===== src/hw/adcsri_pkg.sv =====
package adcsri_pkg;

  // ==========================================================
  // widths
  localparam int DATA_W     = 24;
  localparam int BIT_CNT_W  = 5;
  localparam int FIFO_DEPTH = 16;
  localparam int RATE_W     = 11;
  localparam int GAIN_W     = 3;
  localparam int CNT_W      = 11;
  localparam int DLY_W      = 2;

  localparam logic [GAIN_W-1:0]    GAIN_ONE = 3'h0;   // gain code for unity gain
  localparam logic [BIT_CNT_W-1:0] LAST_BIT = 5'h17;  // index of the last bit of a word

  // ==========================================================
  // modes
  typedef enum logic [1:0] {
    PM_LOW  = 2'h0,
    PM_MID  = 2'h1,
    PM_FULL = 2'h2
  } adcsri_pwr_t;

  typedef enum logic [1:0] {
    CM_CONT      = 2'h0,
    CM_SINGLE    = 2'h1,
    CM_CONT_READ = 2'h2
  } adcsri_conv_t;

  // ==========================================================
  // timing
  localparam int CLK_PERIOD_NS = 50;
  localparam int GAP_FULL_MCLK = 3;
  localparam int GAP_MID_MCLK  = 12;
  localparam int GAP_LOW_MCLK  = 24;
  localparam int T13_FULL_US   = 6;
  localparam int T13_MID_US    = 25;
  localparam int T13_LOW_US    = 50;
  localparam int RDY_DLY_NS     = 10;
  localparam int RDY_DLY_EXT_NS = 110;

  localparam int T13_FULL_CYC = (T13_FULL_US * 1000) / CLK_PERIOD_NS;
  localparam int T13_MID_CYC  = (T13_MID_US * 1000) / CLK_PERIOD_NS;
  localparam int T13_LOW_CYC  = (T13_LOW_US * 1000) / CLK_PERIOD_NS;
  localparam logic [DLY_W-1:0] RDY_DLY_CYC =
    DLY_W'((RDY_DLY_NS + CLK_PERIOD_NS - 1) / CLK_PERIOD_NS);
  localparam logic [DLY_W-1:0] RDY_DLY_EXT_CYC =
    DLY_W'((RDY_DLY_EXT_NS + CLK_PERIOD_NS - 1) / CLK_PERIOD_NS);

  // least gap and restart width in master clocks, per power mode
  function automatic logic [CNT_W-1:0] min_mclk_cycles(input logic [1:0] pm);
    case (pm)
      PM_LOW:  min_mclk_cycles = CNT_W'(GAP_LOW_MCLK);
      PM_MID:  min_mclk_cycles = CNT_W'(GAP_MID_MCLK);
      default: min_mclk_cycles = CNT_W'(GAP_FULL_MCLK);
    endcase
  endfunction

  // ready high pulse length before a fresh result, per power mode
  function automatic logic [CNT_W-1:0] t13_cycles(input logic [1:0] pm);
    case (pm)
      PM_LOW:  t13_cycles = CNT_W'(T13_LOW_CYC);
      PM_MID:  t13_cycles = CNT_W'(T13_MID_CYC);
      default: t13_cycles = CNT_W'(T13_FULL_CYC);
    endcase
  endfunction

endpackage


===== src/hw/adcsri_fifo_if.sv =====
`timescale 1ns/100ps
// result stream between the core and its buffer
interface adcsri_fifo_if #(parameter int W = 24);
  logic         wr_valid;
  logic         wr_ready;
  logic [W-1:0] wr_data;
  logic         rd_valid;
  logic         rd_ready;
  logic [W-1:0] rd_data;

  modport fifo (input wr_valid, wr_data, rd_ready, output wr_ready, rd_valid, rd_data);
  modport user (output wr_valid, wr_data, rd_ready, input wr_ready, rd_valid, rd_data);
endinterface


===== src/hw/adcsri_mem.sv =====
`timescale 1ns/100ps
// small dual-port store, registered read with write bypass
module adcsri_mem #(
  parameter int W  = 24,
  parameter int D  = 16,
  parameter int AW = 4
) (
  input  wire logic          clk_sys,  // system clock
  input  wire logic          we,       // write strobe
  input  wire logic [AW-1:0] waddr,    // write address
  input  wire logic [W-1:0]  wdata,    // write data
  input  wire logic [AW-1:0] raddr,    // read address
  output logic      [W-1:0]  rdata     // registered read data
);
  logic [W-1:0] mem_q [D];

  // write port
  always_ff @(posedge clk_sys) begin
    if (we) begin
      mem_q[waddr] <= wdata;
    end
  end

  // read port; bypass keeps a word written to the read slot visible at once
  always_ff @(posedge clk_sys) begin
    if (we && (waddr == raddr)) begin
      rdata <= wdata;
    end else begin
      rdata <= mem_q[raddr];
    end
  end
endmodule


===== src/hw/adcsri_fifo.sv =====
`timescale 1ns/100ps
// result buffer with honest full and empty
module adcsri_fifo #(
  parameter int W     = 24,
  parameter int DEPTH = 16
) (
  input wire logic  clk_sys,  // system clock
  input wire logic  resetn,   // synchronous reset, active low
  adcsri_fifo_if.fifo f       // fill and drain sides
);
  localparam int AW = $clog2(DEPTH);

  logic [AW:0]   wr_ptr_q;
  logic [AW:0]   rd_ptr_q;
  logic [AW:0]   rd_ptr_d;
  logic          push;
  logic          pop;
  logic          empty;
  logic          full;

  // flags from pointer compare
  assign empty      = (wr_ptr_q == rd_ptr_q);
  assign full       = (wr_ptr_q[AW-1:0] == rd_ptr_q[AW-1:0]) && (wr_ptr_q[AW] != rd_ptr_q[AW]);
  assign f.wr_ready = !full;
  assign f.rd_valid = !empty;
  assign push       = f.wr_valid && !full;
  assign pop        = f.rd_ready && !empty;
  assign rd_ptr_d   = pop ? rd_ptr_q + 1'b1 : rd_ptr_q;

  // pointer update
  always_ff @(posedge clk_sys) begin
    if (!resetn) begin
      wr_ptr_q <= '0;
      rd_ptr_q <= '0;
    end else begin
      if (push) begin
        wr_ptr_q <= wr_ptr_q + 1'b1;
      end
      rd_ptr_q <= rd_ptr_d;
    end
  end

  adcsri_mem #(.W(W), .D(DEPTH), .AW(AW)) u_mem (
    .clk_sys (clk_sys),
    .we      (push),
    .waddr   (wr_ptr_q[AW-1:0]),
    .wdata   (f.wr_data),
    .raddr   (rd_ptr_d[AW-1:0]),
    .rdata   (f.rd_data)
  );
endmodule


===== src/hw/adcsri_top.sv =====
`timescale 1ns/100ps
// serial result port with shared data-out / ready pin
module adcsri_top (
  input  wire logic                             clk_sys,               // system clock, 20 MHz
  input  wire logic                             resetn,                // sync reset, active low
  input  wire logic                             sclk,                  // serial link clock pin
  input  wire logic                             cs_n,                  // chip select pin
  input  wire logic                             din,                   // serial data in pin
  input  wire logic                             sync_n,                // filter restart pin
  output logic                                  dout_rdy_o,            // shared pin output level
  output logic                                  dout_rdy_oe,           // shared pin drive enable
  input  wire logic [1:0]                       power_mode,            // power mode select
  input  wire logic [1:0]                       conv_mode,             // conversion mode select
  input  wire logic                             hold_until_deselect,   // keep last bit to deselect
  input  wire logic                             ready_delay_extend,    // longer ready delay
  input  wire logic                             res_valid,             // new result offered
  output logic                                  res_ready,             // result buffer has room
  input  wire logic [adcsri_pkg::DATA_W-1:0]    res_data,              // conversion result
  output logic      [adcsri_pkg::DATA_W-1:0]    din_word,              // word shifted in
  output logic                                  din_word_valid,        // pulse on word in
  output logic                                  spacing_error,         // pulse on short gap
  output logic                                  filter_restart,        // pulse on valid restart
  input  wire logic [adcsri_pkg::GAIN_W-1:0]    gain_code,             // programmed gain
  input  wire logic                             buf_disable_req,       // request buffers off
  output logic                                  buf_enable_eff,        // buffers in use
  input  wire logic                             first_notch_50hz,      // first notch at 50 Hz
  input  wire logic                             sixty_hz_notch_select, // add 60 Hz notch
  output logic                                  notch_60_en,           // 60 Hz notch active
  input  wire logic [adcsri_pkg::RATE_W-1:0]    rate_select_field,     // rate select field
  output logic      [adcsri_pkg::RATE_W-1:0]    rate_divider           // filter rate divider
);

  // ==========================================================
  // types and storage
  typedef enum logic [1:0] {
    SER_IDLE  = 2'h0,
    SER_SHIFT = 2'h1,
    SER_HOLD  = 2'h2
  } adcsri_ser_t;

  adcsri_ser_t                          state_q;
  logic [1:0]                           sclk_s_q;
  logic [1:0]                           cs_s_q;
  logic [1:0]                           din_s_q;
  logic [1:0]                           sync_s_q;
  logic                                 sclk_p_q;
  logic                                 cs_p_q;
  logic                                 sclk_fall;
  logic                                 sclk_rise;
  logic                                 cs_fall;
  logic                                 cs_rise;
  logic [adcsri_pkg::DATA_W-1:0]        shift_q;
  logic [adcsri_pkg::DATA_W-1:0]        rx_q;
  logic [adcsri_pkg::BIT_CNT_W-1:0]     bit_cnt_q;
  logic                                 first_q;
  logic                                 rd_done;
  logic [adcsri_pkg::DATA_W-1:0]        word_q;
  logic                                 have_q;
  logic                                 word_new_q;
  logic [adcsri_pkg::CNT_W-1:0]         pulse_cnt_q;
  logic [adcsri_pkg::DLY_W-1:0]         dly_cnt_q;
  logic                                 rdy_level;
  logic                                 load_en;
  logic [adcsri_pkg::CNT_W-1:0]         gap_cnt_q;
  logic [adcsri_pkg::CNT_W-1:0]         sync_cnt_q;

  adcsri_fifo_if #(.W(adcsri_pkg::DATA_W)) fif ();

  // ==========================================================
  // pin synchronisers
  always_ff @(posedge clk_sys) begin
    if (!resetn) begin
      sclk_s_q <= 2'h3;
      cs_s_q   <= 2'h3;
      din_s_q  <= 2'h0;
      sync_s_q <= 2'h3;
    end else begin
      sclk_s_q <= {sclk_s_q[0], sclk};
      cs_s_q   <= {cs_s_q[0], cs_n};
      din_s_q  <= {din_s_q[0], din};
      sync_s_q <= {sync_s_q[0], sync_n};
    end
  end

  // previous synchronised levels for edge finding
  always_ff @(posedge clk_sys) begin
    if (!resetn) begin
      sclk_p_q <= 1'b1;
      cs_p_q   <= 1'b1;
    end else begin
      sclk_p_q <= sclk_s_q[1];
      cs_p_q   <= cs_s_q[1];
    end
  end

  assign sclk_fall = sclk_p_q && !sclk_s_q[1];
  assign sclk_rise = !sclk_p_q && sclk_s_q[1];
  assign cs_fall   = cs_p_q && !cs_s_q[1];
  assign cs_rise   = !cs_p_q && cs_s_q[1];
  assign rd_done   = (state_q == SER_SHIFT) && sclk_rise && (bit_cnt_q == adcsri_pkg::LAST_BIT);

  // ==========================================================
  // result buffer
  assign fif.wr_valid = res_valid;
  assign fif.wr_data  = res_data;
  assign res_ready    = fif.wr_ready;
  assign load_en      = fif.rd_valid && (state_q == SER_IDLE) && cs_s_q[1] && (pulse_cnt_q == '0);
  assign fif.rd_ready = load_en;

  adcsri_fifo #(.W(adcsri_pkg::DATA_W), .DEPTH(adcsri_pkg::FIFO_DEPTH)) u_fifo (
    .clk_sys (clk_sys),
    .resetn  (resetn),
    .f       (fif.fifo)
  );

  // ==========================================================
  // transaction sequencer
  always_ff @(posedge clk_sys) begin
    if (!resetn) begin
      state_q <= SER_IDLE;
    end else begin
      case (state_q)
        SER_IDLE: begin
          if (cs_fall) begin
            state_q <= SER_SHIFT;
          end
        end
        SER_SHIFT: begin
          if (cs_rise) begin
            state_q <= SER_IDLE;
          end else if (rd_done) begin
            state_q <= SER_HOLD;
          end
        end
        SER_HOLD: begin
          if (cs_rise) begin
            state_q <= SER_IDLE;
          end
        end
        default: state_q <= SER_IDLE;
      endcase
    end
  end

  // output shifter: moves on the falling link edge
  always_ff @(posedge clk_sys) begin
    if (!resetn) begin
      shift_q   <= '0;
      bit_cnt_q <= '0;
      first_q   <= 1'b0;
    end else if ((state_q == SER_IDLE) && cs_fall) begin
      shift_q   <= have_q ? word_q : '0;
      bit_cnt_q <= '0;
      first_q   <= 1'b1;
    end else if (state_q == SER_SHIFT) begin
      if (sclk_fall) begin
        first_q <= 1'b0;
        if (!first_q) begin
          shift_q <= {shift_q[adcsri_pkg::DATA_W-2:0], 1'b0};
        end
      end
      if (sclk_rise) begin
        bit_cnt_q <= bit_cnt_q + 1'b1;
      end
    end
  end

  // input capture on the rising edge after the falling edge set up the bit
  always_ff @(posedge clk_sys) begin
    if (!resetn) begin
      rx_q           <= '0;
      din_word       <= '0;
      din_word_valid <= 1'b0;
    end else begin
      din_word_valid <= rd_done;
      if ((state_q == SER_SHIFT) && sclk_rise) begin
        rx_q <= {rx_q[adcsri_pkg::DATA_W-2:0], din_s_q[1]};
      end
      if (rd_done) begin
        din_word <= {rx_q[adcsri_pkg::DATA_W-2:0], din_s_q[1]};
      end
    end
  end

  // ==========================================================
  // result word and ready state
  always_ff @(posedge clk_sys) begin
    if (!resetn) begin
      word_q     <= '0;
      have_q     <= 1'b0;
      word_new_q <= 1'b0;
    end else if (load_en) begin
      word_q     <= fif.rd_data;
      have_q     <= 1'b1;
      word_new_q <= 1'b1;
    end else if (rd_done) begin
      word_new_q <= 1'b0;
      if (conv_mode == adcsri_pkg::CM_CONT_READ) begin
        have_q <= 1'b0;
      end
    end
  end

  // high pulse before a fresh result replaces an unread one
  always_ff @(posedge clk_sys) begin
    if (!resetn) begin
      pulse_cnt_q <= '0;
    end else if (load_en && word_new_q) begin
      pulse_cnt_q <= adcsri_pkg::t13_cycles(power_mode);
    end else if (pulse_cnt_q != '0) begin
      pulse_cnt_q <= pulse_cnt_q - 1'b1;
    end
  end

  assign rdy_level = !word_new_q || (pulse_cnt_q != '0);

  // ==========================================================
  // shared pin
  always_ff @(posedge clk_sys) begin
    if (!resetn) begin
      dly_cnt_q <= '0;
    end else if (rd_done) begin
      dly_cnt_q <= ready_delay_extend ? adcsri_pkg::RDY_DLY_EXT_CYC
                                      : adcsri_pkg::RDY_DLY_CYC;
    end else if (dly_cnt_q != '0) begin
      dly_cnt_q <= dly_cnt_q - 1'b1;
    end
  end

  // pin level by role
  always_ff @(posedge clk_sys) begin
    if (!resetn) begin
      dout_rdy_o <= 1'b1;
    end else begin
      case (state_q)
        SER_SHIFT: dout_rdy_o <= shift_q[adcsri_pkg::DATA_W-1];
        SER_HOLD: begin
          if (hold_until_deselect || (dly_cnt_q != '0)) begin
            dout_rdy_o <= shift_q[adcsri_pkg::DATA_W-1];
          end else begin
            dout_rdy_o <= rdy_level;
          end
        end
        default: dout_rdy_o <= rdy_level;
      endcase
    end
  end

  // drive only while selected
  always_ff @(posedge clk_sys) begin
    if (!resetn) begin
      dout_rdy_oe <= 1'b0;
    end else begin
      dout_rdy_oe <= !cs_s_q[1];
    end
  end

  // ==========================================================
  // transaction spacing and filter restart
  always_ff @(posedge clk_sys) begin
    if (!resetn) begin
      gap_cnt_q     <= '0;
      spacing_error <= 1'b0;
    end else begin
      spacing_error <= cs_fall && (gap_cnt_q != '0);
      if (cs_rise) begin
        gap_cnt_q <= adcsri_pkg::min_mclk_cycles(power_mode);
      end else if (gap_cnt_q != '0) begin
        gap_cnt_q <= gap_cnt_q - 1'b1;
      end
    end
  end

  // restart accepted once the low level has lasted long enough
  always_ff @(posedge clk_sys) begin
    if (!resetn) begin
      sync_cnt_q     <= '0;
      filter_restart <= 1'b0;
    end else begin
      filter_restart <= !sync_s_q[1] &&
                        (sync_cnt_q == adcsri_pkg::min_mclk_cycles(power_mode) - 1'b1);
      if (sync_s_q[1]) begin
        sync_cnt_q <= '0;
      end else if (sync_cnt_q != '1) begin
        sync_cnt_q <= sync_cnt_q + 1'b1;
      end
    end
  end

  // ==========================================================
  // filter and buffer configuration
  always_ff @(posedge clk_sys) begin
    if (!resetn) begin
      buf_enable_eff <= 1'b1;
      notch_60_en    <= 1'b0;
      rate_divider   <= '0;
    end else begin
      buf_enable_eff <= (gain_code != adcsri_pkg::GAIN_ONE) || !buf_disable_req;
      notch_60_en    <= first_notch_50hz && sixty_hz_notch_select;
      rate_divider   <= rate_select_field;
    end
  end
endmodule


===== config.mk =====
export PLATFORM = sky130hd
export DESIGN_NAME = adcsri_top
export DESIGN_NICKNAME = d
export VERILOG_FILES = /design/src/hw/adcsri_pkg.sv /design/src/hw/adcsri_fifo_if.sv /design/src/hw/adcsri_mem.sv /design/src/hw/adcsri_fifo.sv /design/src/hw/adcsri_top.sv
export SDC_FILE = /design/constraint.sdc
export NUM_CORES = 1
export LEC_CHECK = 0
export ABC_AREA = 1
export BUFFER_PORTS_ARGS = -buffer_cell sky130_fd_sc_hd__clkbuf_2
export CAP_MARGIN = 20
export CORE_MARGIN = 4
export CORE_UTILIZATION = 60
export DETAILED_ROUTE_END_ITERATION = 8
export HOLD_SLACK_MARGIN = 0.08
export PLACE_DENSITY = 0.78
export REMOVE_ABC_BUFFERS = 1
export SYNTH_ARGS = -nofsm -noshare
export SYNTH_HDL_FRONTEND = slang
export SYNTH_SLANG_ARGS = --single-unit

===== constraint.sdc =====
create_clock -name clk_sys -period 3.5 [get_ports clk_sys]
set_clock_uncertainty 0.15 [all_clocks]
set_input_delay 0.525 -clock clk_sys [delete_from_list [all_inputs] [get_ports clk_sys]]
set_output_delay 0.525 -clock clk_sys [all_outputs]
set_load 0.05 [all_outputs]

# Word-level counts from Yosys, hierarchy flattened
# Memories as Yosys holds them, arrays and structs flattened. A register that Yosys moved wholly into a read port is not among the register bits.
# Cells that the tools add are included.
# op_classes
n_addsub	8
n_eq_ne	14
mux	33
n_bitwise	1
n_reduce_logical	50
# ops
operator	count
2-to-1 mux 24 bit	5
2-to-1 mux 11 bit	5
subtractor 11 x 1 -> 11 bit, second input constant	3
nonzero test 11 bit	2
case mux 10 bit (2 select lines)	1
logical AND 1 bit	17
nonzero test 2 bit	8
adder 5 x 1 -> 5 bit, second input constant	3
2-to-1 mux 2 bit	7
adder 11 x 1 -> 11 bit, second input constant	1
== test 11 bit	1
logical NOT 11 bit	1
2-to-1 mux 1 bit	11
!= test 11 bit, second input constant	1
case mux 5 bit (2 select lines)	1
logical NOT 1 bit	9
case mux 2 bit (3 select lines)	1
AND reduction 2 bit	3
AND reduction 3 bit	2
== test 5 bit	1
== test 5 bit, second input constant	1
== test 2 x 1 -> 1 bit, second input constant	2
== test 2 bit, second input constant	2
== test 4 bit	1
other kinds (12)	17
# totals
reg_bits	178
mem_bits_rw	384
mem_count	1
# memory_table
name	depth	width	rd	rd_ports_with_merged_regs	write_ports	line_no	source
u_fifo.u_mem.mem_q	16	24	1	1	1	adcsri_mem.sv:15	logic [W-1:0] mem_q [D];

# Depth between registers and ports, before layout
# depth
word_depth	7
ltp_mapped	11
mapped_depth_nobuf	11

# Modules after synthesis
# From an unflattened synthesis, not the netlist that was laid out.
# unflattened
hier_cells	2549
area_unflattened_um2	23866.6
# modules_own_cells
module	n_inst	cells_per_inst	area_each_um2
adcsri_mem	1	1577	16550.9
adcsri_top	1	872	6691.4
adcsri_fifo	1	100	624.3

# Least setup slack after synthesis
# No wires, ideal clock.
# synth_path
path_type	register to register
startpoint	reg u_fifo.wr_ptr_q[4]
endpoint	mem u_fifo.u_mem.mem_q[7][0], enable pin
arrival_ns	2.980
t_required_ns	2.915
path_slack_ns	-0.065
stages_incl_launch_ff	5
path_buffers	0
synth_period_minus_slack_ns	3.565
path_cell_list	dfxtp_1 > xnor2_1 > nand3b_1 > nand2_2 > nor3_1
# synth_via
elab_chain_len	6
# synth_rtl
element	line_no	source
start, declared	adcsri_fifo.sv:13	logic [AW:0] wr_ptr_q;
start signal, assigned	adcsri_fifo.sv:37	wr_ptr_q <= wr_ptr_q + 1'b1;
!= test 1 bit	adcsri_fifo.sv:23	assign full = (wr_ptr_q[AW-1:0] == rd_ptr_q[AW-1:0]) && (wr_ptr_q[AW] != rd_ptr_q[AW]);
logical AND 1 bit	adcsri_fifo.sv:23	
logical NOT 1 bit	n/a	
net res_ready	adcsri_top.sv:17	output logic res_ready,
logical AND 1 bit	adcsri_fifo.sv:26	assign push = f.wr_valid && !full;
2-to-1 mux 1 bit	adcsri_mem.sv:19	if (we) begin
2-to-1 mux 1 bit (implied by the code)	adcsri_mem.sv:20	mem_q[waddr] <= wdata;
end, declared	adcsri_mem.sv:15	
# The timed path passes the listed nets, and every way through them passes these cells.

# Final worst setup path
# layout_path
startpoint	reg u_fifo.wr_ptr_q[3]
endpoint	mem u_fifo.u_mem.mem_q[14][2], enable pin
# layout_via
elab_chain_len	6
# layout_rtl
element	line_no
== test 4 bit	adcsri_fifo.sv:23
logical AND 1 bit	adcsri_fifo.sv:23
logical NOT 1 bit	adcsri_fifo.sv:26
logical AND 1 bit	adcsri_fifo.sv:26
2-to-1 mux 1 bit	adcsri_mem.sv:19
2-to-1 mux 1 bit (implied by the code)	adcsri_mem.sv:20
# Parallel ways exist; a longest one is shown, timed or not.

==> metrics <==
utilization after layout 68.75%; nets 2335; H-tree depth 2; largest net degree at the start of global routing 107; CP arrival 2.85 ns; highest achievable clock rate 359.9 MHz; most frequent cell after synthesis edfxtp_1; FF+latch count, synth 566; top_reg_cell synth edfxtp_1; Pwr Density 629.8 nW/µm²; Pleak 0.009932 µW; I/O Buffers 96; mean area per synthesized cell 10.53 µm²; Core ar. 37760 µm²; Final period util 79.39%; number of global-route vias before repair 15342; first-pass GRT wire length 79.87 mm; # rows 71; largest area contributor in the netlist edfxtp_1; Clock Path Buffers 3; routed vias 15897; gr ovfl total 0; TritonCTS clock tree yes; Syn. warnings 0; Period minus WS final 2.779 ns; Die ar. 41520 µm²; GRT Total Usage 23.98%; Design Power 16350 µW; worst relative slew slack 30.79%; height of the die 203.8 µm; slew of the pin with the lowest slew margin 1.037 ns; Netlist cell types 44; hpwl dp 30.52 mm; First DRT Iteration DRCs 1451; post-synthesis sequential area ratio 65.99%; Initial Utilization 60.90%; CTS clk-pin slew, worst paths 0.06 ns; critical path type flip-flop to flip-flop; first-pass detailed-route iteration total 5; Syn-to-layout area delta 12.88%; # resized after CTS 0; fin area 25960 µm²; final wirelength 50.43 mm; Setup crit end kind flip-flop; Area contributors post-synth edfxtp_1, dfxtp_1, inv_1; Worst-Skew Late Latency 0.61 ns; Synth top area share 50.15%; CP max FO 24; maximum VDD drop 0.0005238 V; Finish-stage setup viols 0; die width 203.8 µm; Mapped Cells 2184; Synth async-reset ratio 0%; diodes inserted 0; outcome finished, final reports clean; CTS Sinks 566; Req. time, crit path 3.57 ns; worst min path class input port to flip-flop; synth cell count leaders edfxtp_1, inv_1, nand2_1; Routed WL per cell 17.87 µm; Startpoint Class flip-flop; placed inst area 23950 µm²; number of synthesized flops with an enable pin 384; initial antenna violation count 1; CTS buffer count 56; Routed Antenna Nets 0; count of pins over their slew limit 0; Max-cap violations 0; WHS 0.1480 ns; Syn Std Cell Area 22990 µm²; final hold viol count 0; Filler cells 2666; drc violations 0; gpl congestion 0.8574; layout cell share with drive strength beyond 1 10.99%; RSZ-0062 raised after global routing false; IO Pins 97; clk root buf clkbuf_16; DR vias/cell 5.633
[report_power, final]
group	internal, µW	switching [µW]
sequential	7430	248
clock	3310	2480
combinational	951	1930
[cell usage in the layout (no fill, tap or decap), types with 95 or more instances in the layout]
| cell | instances |
|---|---|
| o211ai_1 | 101 |
| a21oi_1 | 150 |
| edfxtp_1 | 384 |
| nand2_1 | 241 |
| clkbuf_2 | 95 |
| o21ai_0 | 190 |
| nand3_1 | 177 |
| dfxtp_1 | 179 |
| inv_1 | 279 |
| nor2_1 | 190 |
[metrics by stage]
stage | TNS (ns) | setup WS (ns) | std cells
after floorplan | -91.08 | -3.730 | 2065
after global placement | 0 | 0.8899 | 2699
after detailed placement | 0 | 0.7727 | 2699
after CTS | 0 | 0.7534 | 2822
after global routing | 0 | 0.5924 | 2822
final | 0 | 0.7215 | 2822
[logic make-up (layout without fill, tap and decap cells)]
| group | count (synthesis) | in the layout | synth area share (%) |
|---|---|---|---|
| adder cells (fa/ha/maj) | 15 | 15 | 0.8162 |
| AND/OR/NAND/NOR | 681 | 681 | 12.94 |
| flip-flops | 566 | 566 | 65.99 |
| AO/OA/AOI/OAI | 499 | 499 | 12.34 |
| buffers and inverters | 404 | 531 | 7.183 |
| XOR/XNOR | 19 | 19 | 0.7237 |
[worst paths after layout]
check                     startpoint                         to  slack [ns]  depth (start not counted)
setup / recovery  u_fifo.wr_ptr_q[3]  u_fifo.u_mem.mem_q[14][2]        0.72                          9
hold / removal          conv_mode[1]                     have_q        0.15                          4
setup reg to reg  u_fifo.wr_ptr_q[3]  u_fifo.u_mem.mem_q[14][2]        0.72                          9
hold reg to reg          sync_s_q[0]                sync_s_q[1]        0.26                          1
[sequential cells by signal, indices dropped and copies added, names as in the netlist, 11 cells and up, named ones only]
register            cells
pulse_cnt_q            11
gap_cnt_q              11
word_q                 24
rx_q                   23
sync_cnt_q             11
u_fifo.u_mem.mem_q    384
shift_q                24
rate_divider           11
din_word               24
[routing by layer]
| metal | up-vias | global-route usage (%) | wire length, µm |
|---|---|---|---|
| li1 | 7684 | - | - |
| met1 | 7553 | 31.42 | 21000 |
| met2 | 549 | 40.86 | 24550 |
| met3 | 109 | 3.768 | 3241 |
| met4 | 2 | 8.793 | 1632 |
| met5 | - | 0 | 13 |
[critical path, cell delays in order (launching register included)]
cell and delay, ns:
dfxtp_1 0.39, inv_2 0.16, nand2_2 0.06, nand2_2 0.08
nor2_4 0.05, nand3b_1 0.11, nand2_2 0.15, inv_1 0.20
nand2_1 0.27, nor2_4 0.77
[what timing repair did]
item | in CTS | in global routing
endpoints found under the hold margin | 18 | 0
hold buffers | 20 | 0
buffers inserted | 0 | 0
[layout make-up]
cell class                      count  area [µm²]  area share, %
Timing Repair Buffer              143       973.4          3.750
Inverter                          285        1072          4.131
Multi-Input combinational cell   1214        6286          24.22
Sequential cell                   566       15180          58.50
Clock buffer                       74        1573          6.059
Tap cell                          511       639.4          2.463
Clock inverter                     29       229.0         0.8821
(Power assumes the default switching activity.)
